`src/tms_defs.svh`:
```
// register offsets, field positions, reset values and fixed tops for the timer
`ifndef TMS_DEFS_SVH
`define TMS_DEFS_SVH
// register offsets
`define TMS_OFS_CTRL_A     4'h0
`define TMS_OFS_CTRL_B     4'h1
`define TMS_OFS_MODE_B     4'h2
`define TMS_OFS_DATA       4'h3
`define TMS_OFS_CAP_LO     4'h4
`define TMS_OFS_CAP_HI     4'h5
`define TMS_OFS_CMP_LO     4'h6
`define TMS_OFS_CMP_HI     4'h7
`define TMS_OFS_FLAGS      4'h8
`define TMS_OFS_MASK       4'h9
`define TMS_OFS_MODE_A     4'ha
`define TMS_OFS_COUNT_LO   4'hb
`define TMS_OFS_COUNT_HI   4'hc
// control a fields
`define TMS_A_ENABLE       7
`define TMS_A_TOG_START    6
`define TMS_A_CAP_SRC      5
`define TMS_A_MATCH_RST    3
`define TMS_A_CLEAR        2
`define TMS_A_MATCH_TOG    1
`define TMS_A_OVF_TOG      0
`define TMS_A_RW_MASK      8'hef
// control b field
`define TMS_B_SOFT_CAP     0
// mode b fields
`define TMS_MB_PRESET      2
`define TMS_MB_SER_EN      1
`define TMS_MB_CPOL        0
// mode a fields
`define TMS_MA_TOP_HI      7
`define TMS_MA_TOP_LO      6
// flag fields
`define TMS_F_TX_DONE      5
`define TMS_F_TX_EMPTY     4
`define TMS_F_RX_FULL      3
`define TMS_F_CAP          2
`define TMS_F_CMP          1
`define TMS_F_OVF          0
// values
`define TMS_MAX            16'hffff
`define TMS_TOP_1          16'h00ff
`define TMS_TOP_2          16'h01ff
`define TMS_TOP_3          16'h03ff
`define TMS_RST_BYTE       8'h00
`define TMS_RST_WORD       16'h0000
`define TMS_RST_FLAGS      8'h10
`define TMS_BIT_CNT_LAST   3'h7
`endif

```
`src/tms_pkg.sv`:
```
// types shared by the timer modulator serial block
package tms_pkg;
	typedef enum logic [1:0] {
		TMS_IDLE,
		TMS_SHIFT_LO,
		TMS_SHIFT_HI
	} tms_ser_state_t;

	typedef struct packed {
		logic [3:0] addr;
		logic [7:0] wdata;
		logic       wr;
		logic       rd;
	} tms_bus_req_t;

	typedef struct packed {
		logic sclk;
		logic sdo;
		logic out_a;
		logic out_b;
	} tms_pins_t;
endpackage : tms_pkg

```
`src/tms_timer.sv`:
```
// timer with compare, capture, toggle modulator and master serial port
//
// Chosen here: the register addresses and strobed register access.
`timescale 1ns/100ps
`include "tms_defs.svh"

// How it works
// toggle output inverts on stage clock edge
// preset loads toggle only when timer stopped
// eight bit frames, msb first
// master, shift clock half stage clock
// data out on sdo, in on sdi
// frame start loads tx buffer, shifts both
// full frame moves to rx buffer
// unread byte overwritten by next frame
// serial enable gates transfer; polarity selects idle clock level
// flags tx empty, rx full, tx done
// software writes next byte on flags
// data address writes tx, reads rx
// control a bit7 enables timer
// bit6 toggles output at enable
// bit5 selects capture source
// bit3 match resets counter; bit4 zero
// bit2 clears counter
// bit1 match toggles output
// bit0 overflow toggles output
// control b bit0 software capture, self clears
// capture read through shared high temp
// compare continuous, written through temp
// overflow at max or fixed top
// tx done when frame out, buffer empty
// disabled port holds idle clock level
module tms_timer #(
	parameter int WIDTH = 16
) (
	// clock and reset
	input  wire logic               clk_sys,
	input  wire logic               rst_n,
	// register port
	input  wire tms_pkg::tms_bus_req_t bus_req,
	output logic [7:0]              bus_rdata,
	// timer inputs
	input  wire logic               counter_input_clock,
	input  wire logic               capture_input_pin,
	input  wire logic               other_timer_out_clk,
	input  wire logic               sdi,
	// outputs
	output tms_pkg::tms_pins_t      pins,
	output logic                    counter_stage_out_clk,
	output logic [7:0]              irq_flags
);
	initial begin
		if (WIDTH != 16)
			$error("tms_timer: only a 16 bit counter is supported");
	end

	// =====================================================
	// registers
	logic [7:0]       ctrl_a_reg;
	logic             soft_cap_reg;
	logic [7:0]       mode_b_reg;
	logic [7:0]       mode_a_reg;
	logic [7:0]       mask_reg;
	logic [7:0]       temp_reg;
	logic [15:0]      cmp_reg;
	logic [15:0]      cap_reg;
	logic [15:0]      cnt_reg;
	logic [15:0]      cnt_next;
	logic             toggle_out_reg;
	logic             stage_clk_reg;
	logic             cap_src_reg;
	logic [7:0]       tx_buffer_reg;
	logic [7:0]       rx_buffer_reg;
	logic [7:0]       shift_register_reg;
	logic [2:0]       bit_cnt_reg;
	logic             tx_empty_reg;
	logic             rx_full_reg;
	logic             tx_done_reg;
	logic             cap_flag_reg;
	logic             cmp_flag_reg;
	logic             ovf_flag_reg;
	logic             cnt_clk_dly_reg;
	logic             sclk_reg;
	logic             sdo_reg;
	logic [7:0]       rdata_reg;
	tms_pkg::tms_ser_state_t ser_state_reg;

	// =====================================================
	// decode
	function automatic logic hit(input logic [3:0] a, input logic [3:0] o);
		hit = (a == o);
	endfunction : hit

	logic wr;
	logic rd;
	logic timer_on;
	logic ser_en;
	logic cpol;
	logic cnt_tick;
	logic [15:0] top_val;
	logic ovf_hit;
	logic cmp_hit;
	logic cap_sel;
	logic cap_evt;
	logic start_evt;
	logic stage_rise;
	logic frame_done;
	logic load_frame;

	assign wr       = bus_req.wr;
	assign rd       = bus_req.rd;
	assign timer_on = ctrl_a_reg[`TMS_A_ENABLE];
	assign ser_en   = mode_b_reg[`TMS_MB_SER_EN];
	assign cpol     = mode_b_reg[`TMS_MB_CPOL];
	assign cnt_tick = timer_on & counter_input_clock & ~cnt_clk_dly_reg;

	// =====================================================
	// counter
	always_comb begin
		case (mode_a_reg[`TMS_MA_TOP_HI:`TMS_MA_TOP_LO])
			2'h1:    top_val = `TMS_TOP_1;
			2'h2:    top_val = `TMS_TOP_2;
			2'h3:    top_val = `TMS_TOP_3;
			default: top_val = `TMS_MAX;
		endcase
	end

	assign ovf_hit = cnt_tick & (cnt_reg == top_val);
	assign cmp_hit = cnt_tick & (cnt_reg == cmp_reg);
	assign cap_sel = ctrl_a_reg[`TMS_A_CAP_SRC] ? capture_input_pin
	                                            : other_timer_out_clk;
	assign cap_evt = timer_on & cap_sel & ~cap_src_reg;
	assign start_evt = wr & hit(bus_req.addr, `TMS_OFS_CTRL_A)
	                 & bus_req.wdata[`TMS_A_ENABLE] & ~timer_on;

	always_comb begin
		cnt_next = cnt_reg;
		if (ovf_hit | (cmp_hit & ctrl_a_reg[`TMS_A_MATCH_RST]))
			cnt_next = `TMS_RST_WORD;
		else if (cnt_tick)
			cnt_next = cnt_reg + 16'h0001;
		if (wr & hit(bus_req.addr, `TMS_OFS_CTRL_A)
		    & bus_req.wdata[`TMS_A_CLEAR])
			cnt_next = `TMS_RST_WORD;
	end

	always_ff @(posedge clk_sys) begin
		if (!rst_n) begin
			cnt_reg         <= `TMS_RST_WORD;
			cnt_clk_dly_reg <= 1'b0;
			cap_src_reg     <= 1'b0;
		end else begin
			cnt_reg         <= cnt_next;
			cnt_clk_dly_reg <= counter_input_clock;
			cap_src_reg     <= cap_sel;
		end
	end

	// stage output clock: one step per compare match or overflow
	always_ff @(posedge clk_sys) begin
		if (!rst_n)
			stage_clk_reg <= 1'b0;
		else if (cmp_hit | ovf_hit)
			stage_clk_reg <= ~stage_clk_reg;
	end
	assign stage_rise = (cmp_hit | ovf_hit) & ~stage_clk_reg;

	// =====================================================
	// toggle flip flop
	always_ff @(posedge clk_sys) begin
		if (!rst_n)
			toggle_out_reg <= 1'b0;
		else if (wr & hit(bus_req.addr, `TMS_OFS_MODE_B) & ~timer_on)
			toggle_out_reg <= bus_req.wdata[`TMS_MB_PRESET];
		else if (start_evt & bus_req.wdata[`TMS_A_TOG_START])
			toggle_out_reg <= ~toggle_out_reg;
		else if ((cmp_hit & ctrl_a_reg[`TMS_A_MATCH_TOG])
		         ^ (ovf_hit & ctrl_a_reg[`TMS_A_OVF_TOG]))
			toggle_out_reg <= ~toggle_out_reg;
	end

	// =====================================================
	// capture
	always_ff @(posedge clk_sys) begin
		if (!rst_n) begin
			cap_reg      <= `TMS_RST_WORD;
			soft_cap_reg <= 1'b0;
		end else begin
			if (cap_evt | soft_cap_reg)
				cap_reg <= cnt_reg;
			if (wr & hit(bus_req.addr, `TMS_OFS_CTRL_B)
			    & bus_req.wdata[`TMS_B_SOFT_CAP])
				soft_cap_reg <= 1'b1;
			else if (soft_cap_reg)
				soft_cap_reg <= 1'b0;
		end
	end

	// =====================================================
	// control registers and compare with shared temp
	always_ff @(posedge clk_sys) begin
		if (!rst_n) begin
			ctrl_a_reg <= `TMS_RST_BYTE;
			mode_b_reg <= `TMS_RST_BYTE;
			mode_a_reg <= `TMS_RST_BYTE;
			mask_reg   <= `TMS_RST_BYTE;
			temp_reg   <= `TMS_RST_BYTE;
			cmp_reg    <= `TMS_RST_WORD;
		end else if (wr) begin
			case (bus_req.addr)
				`TMS_OFS_CTRL_A: ctrl_a_reg <= bus_req.wdata
				                 & `TMS_A_RW_MASK
				                 & ~(8'h01 << `TMS_A_CLEAR);
				`TMS_OFS_MODE_B: mode_b_reg <= bus_req.wdata
				                 & ~(8'h01 << `TMS_MB_PRESET);
				`TMS_OFS_MODE_A: mode_a_reg <= bus_req.wdata;
				`TMS_OFS_MASK:   mask_reg   <= bus_req.wdata & 8'h3f;
				`TMS_OFS_CMP_HI: temp_reg   <= bus_req.wdata;
				`TMS_OFS_CMP_LO: cmp_reg    <= {temp_reg, bus_req.wdata};
				default: ;
			endcase
		end else if (rd & hit(bus_req.addr, `TMS_OFS_CAP_LO)) begin
			temp_reg <= cap_reg[15:8];
		end else if (rd & hit(bus_req.addr, `TMS_OFS_COUNT_LO)) begin
			temp_reg <= cnt_reg[15:8];
		end
	end

	// =====================================================
	// serial port
	assign load_frame = ser_en & ~tx_empty_reg
	                  & (ser_state_reg == tms_pkg::TMS_IDLE);
	assign frame_done = stage_rise & (ser_state_reg == tms_pkg::TMS_SHIFT_HI)
	                  & (bit_cnt_reg == `TMS_BIT_CNT_LAST);
	logic data_wr;
	logic data_rd;
	assign data_wr = wr & hit(bus_req.addr, `TMS_OFS_DATA);
	assign data_rd = rd & hit(bus_req.addr, `TMS_OFS_DATA);

	always_ff @(posedge clk_sys) begin
		if (!rst_n || !ser_en) begin
			ser_state_reg      <= tms_pkg::TMS_IDLE;
			shift_register_reg <= `TMS_RST_BYTE;
			bit_cnt_reg        <= 3'h0;
			sclk_reg           <= rst_n ? cpol : 1'b0;
			sdo_reg            <= 1'b0;
		end else begin
			case (ser_state_reg)
				tms_pkg::TMS_IDLE: begin
					sclk_reg <= cpol;
					if (load_frame) begin
						shift_register_reg <= tx_buffer_reg;
						sdo_reg            <= tx_buffer_reg[7];
						bit_cnt_reg        <= 3'h0;
						ser_state_reg      <= tms_pkg::TMS_SHIFT_LO;
					end
				end
				tms_pkg::TMS_SHIFT_LO: if (stage_rise) begin
					sclk_reg      <= ~cpol;
					ser_state_reg <= tms_pkg::TMS_SHIFT_HI;
				end
				tms_pkg::TMS_SHIFT_HI: if (stage_rise) begin
					sclk_reg <= cpol;
					shift_register_reg <= {shift_register_reg[6:0], sdi};
					sdo_reg  <= shift_register_reg[6];
					bit_cnt_reg <= bit_cnt_reg + 3'h1;
					ser_state_reg <= (bit_cnt_reg == `TMS_BIT_CNT_LAST)
					                 ? tms_pkg::TMS_IDLE
					                 : tms_pkg::TMS_SHIFT_LO;
				end
				default: ser_state_reg <= tms_pkg::TMS_IDLE;
			endcase
		end
	end

	// buffers and flags; hardware set wins over software clear, except tx empty and tx done, where a data write wins
	always_ff @(posedge clk_sys) begin
		if (!rst_n) begin
			tx_buffer_reg <= `TMS_RST_BYTE;
			rx_buffer_reg <= `TMS_RST_BYTE;
			tx_empty_reg  <= 1'b1;
			rx_full_reg   <= 1'b0;
			tx_done_reg   <= 1'b0;
			cap_flag_reg  <= 1'b0;
			cmp_flag_reg  <= 1'b0;
			ovf_flag_reg  <= 1'b0;
		end else begin
			if (data_wr) begin
				tx_buffer_reg <= bus_req.wdata;
				tx_empty_reg  <= 1'b0;
			end else if (load_frame) begin
				tx_empty_reg  <= 1'b1;
			end
			if (!ser_en)
				rx_full_reg <= 1'b0;
			else if (frame_done) begin
				rx_buffer_reg <= {shift_register_reg[6:0], sdi};
				rx_full_reg   <= 1'b1;
			end else if (data_rd)
				rx_full_reg <= 1'b0;
			if (frame_done & tx_empty_reg & ~data_wr)
				tx_done_reg <= 1'b1;
			else if ((wr & hit(bus_req.addr, `TMS_OFS_FLAGS)
			          & bus_req.wdata[`TMS_F_TX_DONE]) | data_wr)
				tx_done_reg <= 1'b0;
			if (cap_evt | soft_cap_reg)
				cap_flag_reg <= 1'b1;
			else if (wr & hit(bus_req.addr, `TMS_OFS_FLAGS)
			         & bus_req.wdata[`TMS_F_CAP])
				cap_flag_reg <= 1'b0;
			if (cmp_hit)
				cmp_flag_reg <= 1'b1;
			else if (wr & hit(bus_req.addr, `TMS_OFS_FLAGS)
			         & bus_req.wdata[`TMS_F_CMP])
				cmp_flag_reg <= 1'b0;
			if (ovf_hit)
				ovf_flag_reg <= 1'b1;
			else if (wr & hit(bus_req.addr, `TMS_OFS_FLAGS)
			         & bus_req.wdata[`TMS_F_OVF])
				ovf_flag_reg <= 1'b0;
		end
	end

	// =====================================================
	// read back
	logic [7:0] flags;
	assign flags = {2'b00, tx_done_reg, tx_empty_reg, rx_full_reg,
	                cap_flag_reg, cmp_flag_reg, ovf_flag_reg};

	always_ff @(posedge clk_sys) begin
		if (!rst_n)
			rdata_reg <= `TMS_RST_BYTE;
		else if (rd) begin
			case (bus_req.addr)
				`TMS_OFS_CTRL_A:   rdata_reg <= ctrl_a_reg;
				`TMS_OFS_CTRL_B:   rdata_reg <= {7'h00, soft_cap_reg};
				`TMS_OFS_MODE_B:   rdata_reg <= mode_b_reg;
				`TMS_OFS_MODE_A:   rdata_reg <= mode_a_reg;
				`TMS_OFS_DATA:     rdata_reg <= rx_buffer_reg;
				`TMS_OFS_CAP_LO:   rdata_reg <= cap_reg[7:0];
				`TMS_OFS_CAP_HI:   rdata_reg <= temp_reg;
				`TMS_OFS_CMP_LO:   rdata_reg <= cmp_reg[7:0];
				`TMS_OFS_CMP_HI:   rdata_reg <= cmp_reg[15:8];
				`TMS_OFS_FLAGS:    rdata_reg <= flags;
				`TMS_OFS_MASK:     rdata_reg <= mask_reg;
				`TMS_OFS_COUNT_LO: rdata_reg <= cnt_reg[7:0];
				`TMS_OFS_COUNT_HI: rdata_reg <= temp_reg;
				default:           rdata_reg <= `TMS_RST_BYTE;
			endcase
		end else
			rdata_reg <= `TMS_RST_BYTE;
	end

	assign bus_rdata             = rdata_reg;
	assign irq_flags             = flags & mask_reg;
	assign counter_stage_out_clk = stage_clk_reg;
	assign pins.sclk             = sclk_reg;
	assign pins.sdo              = sdo_reg;
	assign pins.out_a            = toggle_out_reg;
	assign pins.out_b            = ~toggle_out_reg;
endmodule : tms_timer

```
`config.mk`:
```
export PLATFORM = sky130hd
export DESIGN_NAME = tms_timer
export DESIGN_NICKNAME = d
export VERILOG_FILES = /design/src/tms_pkg.sv /design/src/tms_timer.sv
export VERILOG_INCLUDE_DIRS = /design/src
export SDC_FILE = /design/constraint.sdc
export NUM_CORES = 1
export LEC_CHECK = 0
export BUFFER_PORTS_ARGS = -buffer_cell sky130_fd_sc_hd__buf_2
export CORE_MARGIN = 2
export CORE_UTILIZATION = 65
export CTS_CLUSTER_DIAMETER = 150
export CTS_CLUSTER_SIZE = 16
export DETAILED_ROUTE_END_ITERATION = 7
export GPL_TIMING_DRIVEN = 0
export PLACE_DENSITY = 0.8
export SLEW_MARGIN = 20
export SYNTH_ARGS = -nofsm -noshare
export SYNTH_HDL_FRONTEND = slang
export SYNTH_SLANG_ARGS = --single-unit
```
`constraint.sdc`:
```
create_clock -name clk_sys -period 3.3 [get_ports clk_sys]
set_input_delay 0.33 -clock clk_sys [delete_from_list [all_inputs] [get_ports clk_sys]]
set_output_delay 0.33 -clock clk_sys [all_outputs]
set_load 0.02 [all_outputs]
```
* After elaboration in Yosys (flattened, before gate mapping)
Cells that the tools add are included.
Widths: inputs -> output; s select.
** Word-level totals
- Flip-flop bits (word level) :: 132
- Input bits :: 20
- Output and inout bits :: 21
- Logic and storage cells :: 175
** Cells by class
- $add $sub $neg :: 2
- Equality and inequality tests :: 26
- Muxes and demuxes :: 42
- Bitwise operators :: 49
- Reduce and logical (&&, ||, !) cells :: 29
** Operators by type and width (number)
- $pmux 8 s12 :: 1
- $pmux 16 s3 :: 1
- $and 1x1->1 :: 34
- $eq 16x16->1 :: 2
- $mux 8 :: 4
- $mux 1 :: 24
- $eq 4x4->1 const B :: 5
- $reduce_and 2->1 :: 9
- $add 16x1->16 const B :: 1
- $eq 4x3->1 const B :: 4
- $mux 7 :: 2
- $pmux 7 s2 :: 1
- $reduce_bool 2->1 :: 7
- $not 1->1 :: 9
- $reduce_and 3->1 :: 3
- $eq 4x2->1 const B :: 2
- $and 6x6->6 :: 1
- $eq 2x2->1 const B :: 3
- $mux 2 :: 3
- $mux 3 :: 2
- $ne 2x2->1 const B :: 3
- $pmux 2 s3 :: 1
- $pmux 3 s2 :: 1
- $reduce_bool 3->1 :: 2
- other kinds (18) :: 23

* Longest topological paths before layout
- Word-level depth :: 11
- Depth in mapped cells :: 9

* Worst setup path after synthesis
No wires, ideal clock.
- Kind :: flip-flop to flip-flop
- Start point :: reg mode_a_reg[6]
- End point :: reg sclk_reg, enable pin
- Arrival time :: 1.797 ns
- Required time :: 3.010 ns
- Slack :: 1.212 ns
- Stages on the path, launching flop included :: 9
- Buffers on the path :: 0
- Period minus slack after synthesis :: 2.088 ns
- Cells stage by stage :: dfxtp_1 -> inv_1 -> ha_1 -> or4_4 -> o22ai_2 -> and3_4 -> a31oi_4 -> o31ai_1 -> a21o_1
** On the way
- Cells in the longest elaborated chain, start to end :: 8
- Elaborated cells on any way between the ends :: 11
** Ends and longest elaborated chain
- start, declared :: RTL line tms_timer.sv:62 : logic [7:0] mode_a_reg;
- start signal, assigned :: RTL line tms_timer.sv:205 : mode_a_reg <= `TMS_RST_BYTE;
- start signal, assigned :: RTL line tms_timer.sv:216 : `TMS_OFS_MODE_A: mode_a_reg <= bus_req.wdata;
- $eq 2x2->1 or $eq 2x1->1 (tied branches) :: RTL line tms_timer.sv:120 : case (mode_a_reg[`TMS_MA_TOP_HI:`TMS_MA_TOP_LO])
- $pmux 16 s3 (*) :: RTL line tms_timer.sv:120
- $eq 16x16->1 (*) :: RTL line tms_timer.sv:128 : assign ovf_hit = cnt_tick & (cnt_reg == top_val);
- $and 1x1->1 (*) :: RTL line tms_timer.sv:128
- $or 1x1->1 (*) :: RTL line tms_timer.sv:166 : assign stage_rise = (cmp_hit | ovf_hit) & ~stage_clk_reg;
- $and 1x1->1 (*) :: RTL line tms_timer.sv:166
- $ne 3x3->1 (no line) or $ne 3x2->1 (tied branches)
- $reduce_and 3->1 (no line) (*)
- end signal, assigned :: RTL line tms_timer.sv:245 : sclk_reg <= rst_n ? cpol : 1'b0;
- end signal, assigned :: RTL line tms_timer.sv:250 : sclk_reg <= cpol;
- end signal, assigned :: RTL line tms_timer.sv:259 : sclk_reg <= ~cpol;
- end, declared :: RTL line tms_timer.sv:83 : logic sclk_reg;
Every way passes the cells marked *; elsewhere a longest branch is shown, timed or not.
A chain may end at the register's enable or synchronous reset.

* Worst setup path after layout
- Start point :: reg cnt_reg[12]
- End point :: reg cnt_reg[3]
** On the way
- Cells in the longest elaborated chain, start to end :: 5
- Elaborated cells on any way between the ends :: 7
** Ends and longest elaborated chain
- start, declared :: RTL line tms_timer.sv:67 : logic [15:0] cnt_reg;
- start signal, assigned :: RTL line tms_timer.sv:149 : cnt_reg <= `TMS_RST_WORD;
- start signal, assigned :: RTL line tms_timer.sv:153 : cnt_reg <= cnt_next;
- $eq 16x16->1 :: RTL line tms_timer.sv:129 : assign cmp_hit = cnt_tick & (cnt_reg == cmp_reg);
- $and 1x1->1 :: RTL line tms_timer.sv:129
- $and 1x1->1 :: RTL line tms_timer.sv:138 : if (ovf_hit | (cmp_hit & ctrl_a_reg[`TMS_A_MATCH_RST]))
- $or 1x1->1 (*) :: RTL line tms_timer.sv:138
- $reduce_or 3->1 (no line) (*)
Marked as above.

==> impl_metrics.tcl <==
set metrics [dict create \
    end_kind "register" \
    drc 0 \
    fin_setup_tns_ns 0 \
    die_w_um 106.4 \
    r2r_slack_ns 0.51 \
    yosysMostFrequentCell "dfxtp_1" \
    path_cells "clkbuf_1 > xnor2_1 > nand4_1 > nor3_2 > nand2_1 > o21ai_2 > buf_2 > nor2_1" \
    yosys.area.top_type_share_pct 38.49 \
    synth_area_per_cell_um2 8.894 \
    path_class "reg -> reg" \
    final.setup.worst_slack_ns 0.5092 \
    cp_slowest_cell "nor3_2" \
    fillers 773 \
    ff2ff_path_depth 8 \
    async_flop_share_pct 0 \
    rows 37 \
    tightest_slew_ns 0.9000 \
    finalClockSkew_ns 0.009651 \
    stdcell_count 967 \
    pwr_density_cell_nw_per_um2 469.1 \
    slew_headroom_pct 39.73 \
    routedWlPerCell_um 22.23 \
    grt_pass1_vias 5906 \
    insertedDiodeCount 0 \
    finalHoldViolations 0 \
    reg2reg_from "cnt_reg[12]$_SDFFE_PP0P_" \
    cts_buffer_depth 2 \
    avgViaCountPerCell 6.369 \
    drive_gt1_share_pct 12.39 \
    htree_levels 4 \
    gr-total-overflow 0 \
    yosys-top-cells-area "dfxtp_1 38%, mux2i_1 12%, nor2b_1 6.4%, nand2_1 4.1%, xnor2_1 3.0%" \
    synth-edff-count 1 \
    worstReg2RegEnd "cnt_reg[3]$_SDFFE_PP0P_" \
    leakagePower_nw 2.998 \
    max_freq_ghz 0.3583 \
    peakVddDrop_mv 0.4344 \
    ctsHoldBuffers 0 \
    clk_pin_slew_ns 0.06 \
    area_growth_pct 13.04 \
    drv_cap 0 \
    synthFlopType "dfxtp_1" \
    place_ws_ns 0.6392 \
    hp-class "in -> reg" \
    clock_latency_ns 0.55 \
    cp_slowest_stage_delay_ns 0.54 \
    synth_common_cells "131 x dfxtp_1, 83 x mux2i_1, 74 x nand2_1" \
    period_share_pct 84.57 \
    drtIter0Drc 651 \
    synth_largest_area_cell "dfxtp_1" \
    critPathArrivalTime_ns 3.22 \
    dr.pass1.iters 8 \
    syn_area_um2 6813 \
    wirelength_um 21500 \
    num-nets-final 843 \
    cts-root-buf "clkbuf_8" \
    clock-sinks 132 \
    antenna_found_initial 0 \
    grt_max_degree 17 \
    grt.total_usage_pct 39.25 \
    placedCellCount 935 \
    grt_pass1_wl_um 32930 \
    cts_buffers 17 \
    cts.repair.resized 0 \
    hold_end "cnt_clk_dly_reg$_SDFF_PN0_" \
    worstHoldStart "counter_input_clock" \
    finalMaxSlewViolations 0 \
    start_kind "register" \
    core-area_um2 10230 \
    dp.final_hpwl_um 15430 \
    min_path_cells 2 \
    post-route-min-period_ns 2.791 \
    cts_tree "yes" \
    setup_violations 0 \
    io_pins 41 \
    worstPathMaxFanout 10 \
    final_antenna_net_count 0 \
    rsz0062_at_grt "false" \
    post-cts-setup-buffer-count 0 \
    ys_seq_area_share_pct 38.93 \
    status "finished clean" \
    fp.dieH_um 106.4 \
    start_util_pct 66.59 \
    worstPathRequired_ns 3.73 \
    place_congestion 1.007 \
    netlist_instances 766 \
    yosys_register_bits 132 \
    die_area_um2 11320 \
    ys_types 73 \
    power.total_w 0.003613 \
    ys.warnings.count 0 \
    routed-via-count 6159 \
    io_buffers 32 \
]
-- power by group --
group	switching (W)	leakage, nW	internal (W)
Sequential	0.0000100	1.07	0.00161
Clock	0.000697	0.271	0.00108
Combinational	0.000152	1.66	0.0000708
Total	0.000859	3.00	0.00275
-- layout make-up --
type                    count  area [um^2]  share of cell area (%)
clock buffers              24        480.5                   6.239
multi-input cells         560         3840                   49.86
well taps                 136        170.2                   2.210
plain buffers              65        286.5                   3.721
repair buffers             32        160.2                   2.080
flip-flops and latches    132         2653                   34.44
clock inverters             8        73.82                  0.9586
inverters                  10        37.54                  0.4874
-- worst max-delay path by stage --
stage	start	endpoint	cells past startpoint	slack, ns
global route	cnt_reg[12]$_SDFFE_PP0P_	cnt_reg[9]$_SDFFE_PP0P_	8	0.41
detailed placement	cnt_reg[12]$_SDFFE_PP0P_	cnt_reg[15]$_SDFFE_PP0P_	8	0.64
CTS	cnt_reg[12]$_SDFFE_PP0P_	cnt_reg[3]$_SDFFE_PP0P_	8	0.60
floorplan	mode_a_reg[6]$_SDFFE_PN0P_	sclk_reg$_DFFE_PP_	8	1.21
global placement	cnt_reg[12]$_SDFFE_PP0P_	cnt_reg[3]$_SDFFE_PP0P_	8	0.70
finish	cnt_reg[12]$_SDFFE_PP0P_	cnt_reg[3]$_SDFFE_PP0P_	8	0.51
-- layer usage --
layer  vias up  share of wire [%]  GRT usage [%]
li1       2789                  -              -
met1      2895                 40          51.42
met2       392                 45          60.07
met3        83                 11          11.22
met4         0                3.8          17.76
met5         -                  0              0
-- cell families after synthesis --
group	synth area share (%)
xor+xnor	4.499
flops	38.93
buf+inv	4.757
mux	12.86
other cells	0.05504
fa+ha+maj	0.9183
compound gates	15.85
simple gates	22.13
-- worst max-delay path: cells and delay by family, from the launching register on --
kind	cells	cell delay (ns)
buffers and inverters	2	0.72
AOI/OAI and AO/OA	1	0.44
xor gates and xnor gates	1	0.18
and+or+nand+nor	4	1.02
DFF	1	0.32
-- placed cells by master (no fill, tap or decap), drive strengths merged, types with 28 or more instances in the layout --
| master | count |
|---|---|
| dfxtp | 131 |
| a21oi | 28 |
| nor2b | 70 |
| mux2i | 83 |
| o21ai | 32 |
| clkbuf | 71 |
| nand3 | 32 |
| buf | 50 |
| nand2 | 74 |
| nor2 | 38 |
-- per-stage QoR --
stage | area [um^2] | utilization [%] | hold WS [ns]
finish | 7701 | 75.27 | 0.03678
global route | 7701 | 75.27 | 0.03970
CTS | 7701 | 75.27 | 0.02370
detailed placement | 7147 | 69.85 | 0.4748
global placement | 7147 | 69.85 | 0.4650
floorplan | 6817 | - | 0.4368
Power figures use the tool's default switching activity.
